File: config.mk
export PLATFORM = sky130hd
export DESIGN_NAME = qdl_host_flat
export DESIGN_NICKNAME = d
export VERILOG_FILES = /design/src/logic/qdl_pkg.sv /design/src/logic/qdl_if.sv /design/src/logic/qdl_host.sv /design/src/flat_wrapper.sv
export VERILOG_INCLUDE_DIRS = /design/src /design/src/logic
export SDC_FILE = /design/constraint.sdc
export NUM_CORES = 1
export LEC_CHECK = 0
export BUFFER_PORTS_ARGS = -buffer_cell sky130_fd_sc_hd__buf_4
export CORE_AREA = 3 3 83 85
export DETAILED_ROUTE_END_ITERATION = 8
export DIE_AREA = 0 0 86 88
export PLACE_DENSITY = 0.82
export SLEW_MARGIN = 20
export SYNTH_ARGS = -nofsm -noshare
export SYNTH_HDL_FRONTEND = slang
export SYNTH_SLANG_ARGS = --single-unit
File: constraint.sdc
create_clock -name REF_CLK -period 4 [get_ports REF_CLK]
set_input_delay 0 -clock REF_CLK [delete_from_list [all_inputs] [get_ports REF_CLK]]
set_output_delay 0 -clock REF_CLK [all_outputs]
set_load 0.02 [all_outputs]
File: src/logic/qdl_defs.svh
// Constants for the quad serial DAC load interface
`ifndef QDL_DEFS_SVH
`define QDL_DEFS_SVH
`define QDL_CODE_W        12
`define QDL_NCH           4
`define QDL_CODE_MSB      11
`define QDL_FULL_SCALE    4096
`define QDL_BIP_ZERO      12'h800
`define QDL_CLK_PERIOD_NS 8
`define QDL_LOAD_DELAY_NS 30
// Least time rounds up to whole cycles
`define QDL_LOAD_DELAY_CYC ((`QDL_LOAD_DELAY_NS + `QDL_CLK_PERIOD_NS - 1) / `QDL_CLK_PERIOD_NS)
`define QDL_SCLK_DIV      4
`endif

File: src/logic/qdl_pkg.sv
// Types shared by both ends of the quad serial DAC load interface
`default_nettype none
package qdl_pkg;
   typedef logic [11:0] qdl_code_t;
   typedef enum logic {QDL_UNIPOLAR, QDL_BIPOLAR} qdl_mode_e;
   typedef enum {QDL_IDLE, QDL_SHIFT_LO, QDL_SHIFT_HI, QDL_WAIT, QDL_LOAD} qdl_hstate_e;
endpackage
`default_nettype wire

File: src/logic/qdl_if.sv
// Serial link between host and quad DAC: clocks, data lines and load strobes
`default_nettype none
interface qdl_if;
   logic [3:0] channel_serial_in;
   logic [3:0] sclk;
   logic [3:0] load_n;
   modport host (output channel_serial_in, output sclk, output load_n);
   modport dev  (input channel_serial_in, input sclk, input load_n);
endinterface
`default_nettype wire

File: src/logic/qdl_host.sv
// Host end: shifts a 12-bit code into each requested channel, then strobes its load
`include "qdl_defs.svh"
`default_nettype none
module qdl_host
   import qdl_pkg::*;
#(
   parameter int NCH = `QDL_NCH,
   parameter int W   = `QDL_CODE_W,
   parameter int DIV = `QDL_SCLK_DIV
) (
   input  wire logic          REF_CLK,
   input  wire logic          RESET,
   qdl_if.host                LINK,
   input  wire logic          REQ_VALID,
   output logic               REQ_READY,
   input  wire logic [NCH-1:0] REQ_CH_MASK,
   input  wire logic [NCH*W-1:0] REQ_CODES,
   input  wire logic          REQ_TWOS
);
   localparam int DLY = `QDL_LOAD_DELAY_CYC;
   qdl_hstate_e   state_q;
   logic [W-1:0]  data_q [NCH];
   logic [NCH-1:0] mask_q;
   logic [4:0]    bit_q;
   logic [7:0]    cnt_q;
   logic [NCH-1:0] sdo_q;
   logic          sclk_q;
   logic          load_q;
   logic          tick;

   assign tick      = (cnt_q == 8'(DIV - 1));
   assign REQ_READY = (state_q == QDL_IDLE);

   always_ff @(posedge REF_CLK or posedge RESET) begin
      if (RESET) begin
         cnt_q <= '0;
      end else if (state_q == QDL_IDLE) begin
         cnt_q <= '0;
      end else if (state_q == QDL_WAIT) begin
         // Settle gap may outlast one divider period, so the count must not wrap here
         cnt_q <= (cnt_q >= 8'(DLY)) ? 8'h00 : cnt_q + 8'd1; // [RULE4]
      end else if (tick) begin
         cnt_q <= '0;
      end else begin
         cnt_q <= cnt_q + 8'd1;
      end
   end

   always_ff @(posedge REF_CLK or posedge RESET) begin
      if (RESET) begin
         state_q <= QDL_IDLE;
         bit_q   <= '0;
         sclk_q  <= 1'b0;
         load_q  <= 1'b0;
         mask_q  <= '0;
      end else begin
         unique case (state_q)
            QDL_IDLE: begin
               load_q <= 1'b0;
               if (REQ_VALID) begin
                  mask_q  <= REQ_CH_MASK;
                  bit_q   <= 5'(W);
                  state_q <= QDL_SHIFT_LO;
               end
            end
            QDL_SHIFT_LO: if (tick) begin
               sclk_q  <= 1'b1; // [RULE1]
               bit_q   <= bit_q - 5'd1;
               state_q <= QDL_SHIFT_HI;
            end
            QDL_SHIFT_HI: if (tick) begin
               sclk_q  <= 1'b0;
               state_q <= (bit_q == '0) ? QDL_WAIT : QDL_SHIFT_LO;
            end
            // Strobes stay high through shifting and the settle gap
            QDL_WAIT: if (cnt_q >= 8'(DLY)) begin // [RULE4] [RULE13]
               load_q  <= 1'b1; // [RULE2]
               state_q <= QDL_LOAD;
            end
            QDL_LOAD: if (tick) begin
               load_q  <= 1'b0;
               state_q <= QDL_IDLE;
            end
         endcase
      end
   end

   // Per-channel data; MSB presented first, flipped for twos complement
   genvar i;
   generate
      for (i = 0; i < NCH; i++) begin : g_d
         always_ff @(posedge REF_CLK or posedge RESET) begin
            if (RESET) begin
               data_q[i] <= '0;
               sdo_q[i]  <= 1'b0;
            end else if (state_q == QDL_IDLE && REQ_VALID) begin
               data_q[i] <= REQ_CODES[i*W +: W] ^ {REQ_TWOS, {(W-1){1'b0}}}; // [RULE11]
            end else if (state_q == QDL_SHIFT_LO && cnt_q == '0) begin
               sdo_q[i]  <= data_q[i][W-1]; // [RULE1]
               data_q[i] <= {data_q[i][W-2:0], 1'b0};
            end
         end
      end
   endgenerate

   // One common clock and strobe drive all selected channels together
   assign LINK.sclk              = {NCH{sclk_q}};       // [RULE8]
   assign LINK.channel_serial_in = sdo_q;
   assign LINK.load_n            = ~(mask_q & {NCH{load_q}}); // [RULE8]
endmodule
`default_nettype wire

File: src/flat_wrapper.sv
// flat-port wrapper written by rule: the top's interface ports become plain ports
module qdl_host_flat import qdl_pkg::*;
#(
   parameter int NCH = `QDL_NCH,
   parameter int W   = `QDL_CODE_W,
   parameter int DIV = `QDL_SCLK_DIV
)
  (REF_CLK, RESET, REQ_VALID, REQ_READY, REQ_CH_MASK, REQ_CODES, REQ_TWOS, LINK_channel_serial_in, LINK_sclk, LINK_load_n);
  qdl_if LINK_i ();
  input  wire logic REF_CLK;
  input  wire logic RESET;
  input  wire logic REQ_VALID;
  output logic REQ_READY;
  input  wire logic [NCH-1:0] REQ_CH_MASK;
  input  wire logic [NCH*W-1:0] REQ_CODES;
  input  wire logic REQ_TWOS;
  output wire logic [$bits(LINK_i.channel_serial_in)-1:0] LINK_channel_serial_in;
  output wire logic [$bits(LINK_i.sclk)-1:0] LINK_sclk;
  output wire logic [$bits(LINK_i.load_n)-1:0] LINK_load_n;
  assign LINK_channel_serial_in = LINK_i.channel_serial_in;
  assign LINK_sclk = LINK_i.sclk;
  assign LINK_load_n = LINK_i.load_n;
  qdl_host #(.NCH(NCH), .W(W), .DIV(DIV)) u_core (.REF_CLK(REF_CLK), .RESET(RESET), .LINK(LINK_i), .REQ_VALID(REQ_VALID), .REQ_READY(REQ_READY), .REQ_CH_MASK(REQ_CH_MASK), .REQ_CODES(REQ_CODES), .REQ_TWOS(REQ_TWOS));
endmodule
==> summary.txt <==
Seq/Total Area, Yosys: 51.37%
Buffers added on ports: 68
Mean number of vias per cell: 5.841
DRT antenna net count: 0
Antenna cell count: 0
Post-synth net total: 386
Clock slew at reported path FFs: 80 ps
TritonRoute pass-1 iters: 4
RR Startpoint: u_core.cnt_q[6]
Yosys reg bits: 74
CP max stage delay: 1010 ps
Core area: 6277 um^2
Die height: 88 um
Commonest register cell after synthesis: dfrtp_1
Initial Util: 57.42%
Syn Area/Cell: 11.02 um^2
Postcts setup bufs: 0
VDD IR-drop max: 0.0002797 V
Worst setup EP type: flop
Worst path bufs/invs: 0
Post-Synthesis Cells: 327
IO Pins: 69
Syn-to-layout area delta: 32.32%
Area share of the largest cell type after synthesis: 51.37%
Final worst slack: 1397 ps
Post-Syn Area: 3605 um^2
FFs w/ async S/R, synth: 100.0%
PD cells: 334.3 nW/um^2
Worst slew pin tran: 966.2 ps
Placed cells: 446
Die Footprint: 7568 um^2
CP endpoint: u_core.LINK.channel_serial_in[1]
WS Path Type: flop to flop
R2r setup slk: 1400 ps
DRC violations left: 0
Row cnt: 29
Final weighted congestion of routability-driven global placement: 0.8450
Post_cts resized: 0
Slew Limit Headroom: 35.59%
Placed inst area: 4049 um^2
Die X: 86 um
Fin crit period: 2603 ps
Filler cell count: 379
Share of cells above drive strength 1: 23.79%
WL/cell: 16.86 um
Worst endpoint data arrival time: 2840 ps
Max-slew violations: 0
Worst Hold Class: input pin to flop
Clock Latency Late Sink: 350 ps
CTS tree: built
Critical Path Source Type: flop
Critical path required time: 4230 ps
DP Worst Slack: 1459 ps
Leakage power: 2.296 nW
Worst path slowest cell: and4_2
Yosys Warn Count: 0
Yosys cell types: 48
Crit-path cells: nor4_4, and4_2, mux2_2
Largest net degree at the start of global routing: 53
Vias in the first global route: 3029
Setup Skew: 10.61 ps
Setup TNS: 0 ps
Leading post-synthesis cells by cell area: dfrtp_1 (51%), a221o_1 (10%), and2_1 (6.4%), nand2_1 (3.3%), buf_4 (1.9%)
Cell with the most instances after synthesis: dfrtp_1
Initial antenna violation count: 0
Iteration-0 DRC Markers: 239
Final period util: 65.08%
Post-route cell area: 4770 um^2
Overflow after GRT: 0
R2R depth: 3
Post-synth EDFFs: 0
Fmax: 0.3842 GHz
Maximum root-to-sink buffer count: 2
Clock Sinks: 74
Status: finished, final reports clean
CP startpoint: u_core.cnt_q[6]
NumNets Final: 487
Hold Vio Cnt, Final: 0
Root buffer cell: clkbuf_8
Cell accounting for the most synthesized area: dfrtp_1
DR vias: 2979
Overall Global Routing Usage: 24.13%
Final setup fails: 0
Worst reg2reg endpoint: u_core.LINK.channel_serial_in[1]
CTS H-tree lvls: 3
WP depth: 3
Max-cap viol count: 0
Critical Path Fanout Max: 52
Final hold slack: 13.41 ps
RSZ-0062 raised after global routing: no
Final std cells w/o fill: 510
First-pass GRT wire length: 14.29 mm
DP HPWL: 4.831 mm
Largest delay contributor family on the critical path: simple AND/OR/NAND/NOR gates
Total CTS buffers: 9
Commonest cells in the netlist: dfrtp_1 (74), and2_1 (37), a221o_1 (36)
Routed wire length: 8.598 mm
## cell type report
type / instances / area (um^2) / share of cell area, %
Clock inverter: 6 / 112.6 / 2.361
Inverter: 17 / 63.81 / 1.338
Tap cell: 77 / 96.34 / 2.020
Clock buffer: 10 / 127.6 / 2.676
Sequential cell: 74 / 1852 / 38.82
Timing Repair Buffer: 119 / 1013 / 21.25
Multi-Input combinational cell: 207 / 1504 / 31.53
## flip-flops by register name, indices dropped and copies added, names as in the netlist
register,count
u_core.LINK.channel_serial_in,4
u_core.bit_q,5
u_core.cnt_q,8
u_core.data_q,48
u_core.load_q,1
u_core.mask_q,4
u_core.sclk_q,1
u_core.state_q,3
## metrics by stage
stage / util, % / total power [W]
after floorplan: - / 0.0008151
after global placement: 64.50 / 0.0008667
after detailed placement: 64.50 / 0.0008690
after CTS: 75.98 / 0.001608
after global routing: 75.98 / 0.001651
final: 75.98 / 0.001594
## placed cells by master (no fill, tap or decap), types with 2 or more instances in the layout
cell type	synthesis	layout
xor2_1	4	4
inv_1	17	16
nor3b_1	3	3
or3b_2	3	3
and2_1	37	37
nor2_1	13	13
ha_1	3	3
a221oi_1	5	5
a221o_1	36	36
nor3_1	6	6
or3_1	2	2
mux2i_1	5	5
mux2_1	2	2
clkbuf_8	0	9
nand4_1	3	3
bufinv_16	0	3
dfrtp_1	74	74
dlygate4sd3_1	0	48
nand3_1	7	7
buf_4	9	71
mux2_2	2	2
a221o_2	4	4
xnor2_1	4	4
o21ai_0	11	11
a211oi_1	4	4
nand2_1	32	32
## routing by layer
metal	vias up	global-route usage [%]	wire length [um]
li1	1382	-	-
met1	1476	30.34	3672
met2	102	40.15	4331
met3	19	4.798	395
met4	0	11.51	198
met5	-	0	0
## worst register-to-register path: cells and delay by family, from the launching register on
family,cells,cell delay [ps]
flops,1,440
mux,1,440
simple gates,2,1610
## timing repair
item,4_1_cts,5_1_grt
endpoints found under the hold margin,79,0
hold buffers,48,0
setup endpoints to repair,0,0
## how the worst min path moves through the flow
stage	from	to	slack, ps	depth (start not counted)
after detailed placement	RESET	u_core.data_q[19]	150	2
after global placement	RESET	u_core.data_q[20]	140	2
final	REQ_CODES[45]	u_core.data_q[9]	10	3
after global routing	REQ_CODES[45]	u_core.data_q[9]	20	3
after CTS	REQ_CODES[11]	u_core.data_q[47]	2	4
after floorplan	REQ_CH_MASK[0]	u_core.mask_q[0]	110	2
## logic make-up (layout without fill, tap and decap cells)
kind of cell,after synthesis,in the layout,synth area share [%]
DFF,74,74,51.37
and+or+nand+nor,118,118,18.71
buffers and inverters,46,152,6.942
adders and majority gates,3,3,1.041
AOI/OAI and AO/OA,69,69,17.36
xor gates and xnor gates,8,8,1.944
muxes,9,9,2.638
## power by group
| part | switching, W | internal (W) |
|---|---|---|
| sequential | 0.00000935 | 0.000762 |
| combinational | 0.0000415 | 0.0000811 |
| clock | 0.000283 | 0.000417 |
| total | 0.000334 | 0.00126 |
Note: power is estimated with default switching activity, not from simulation.
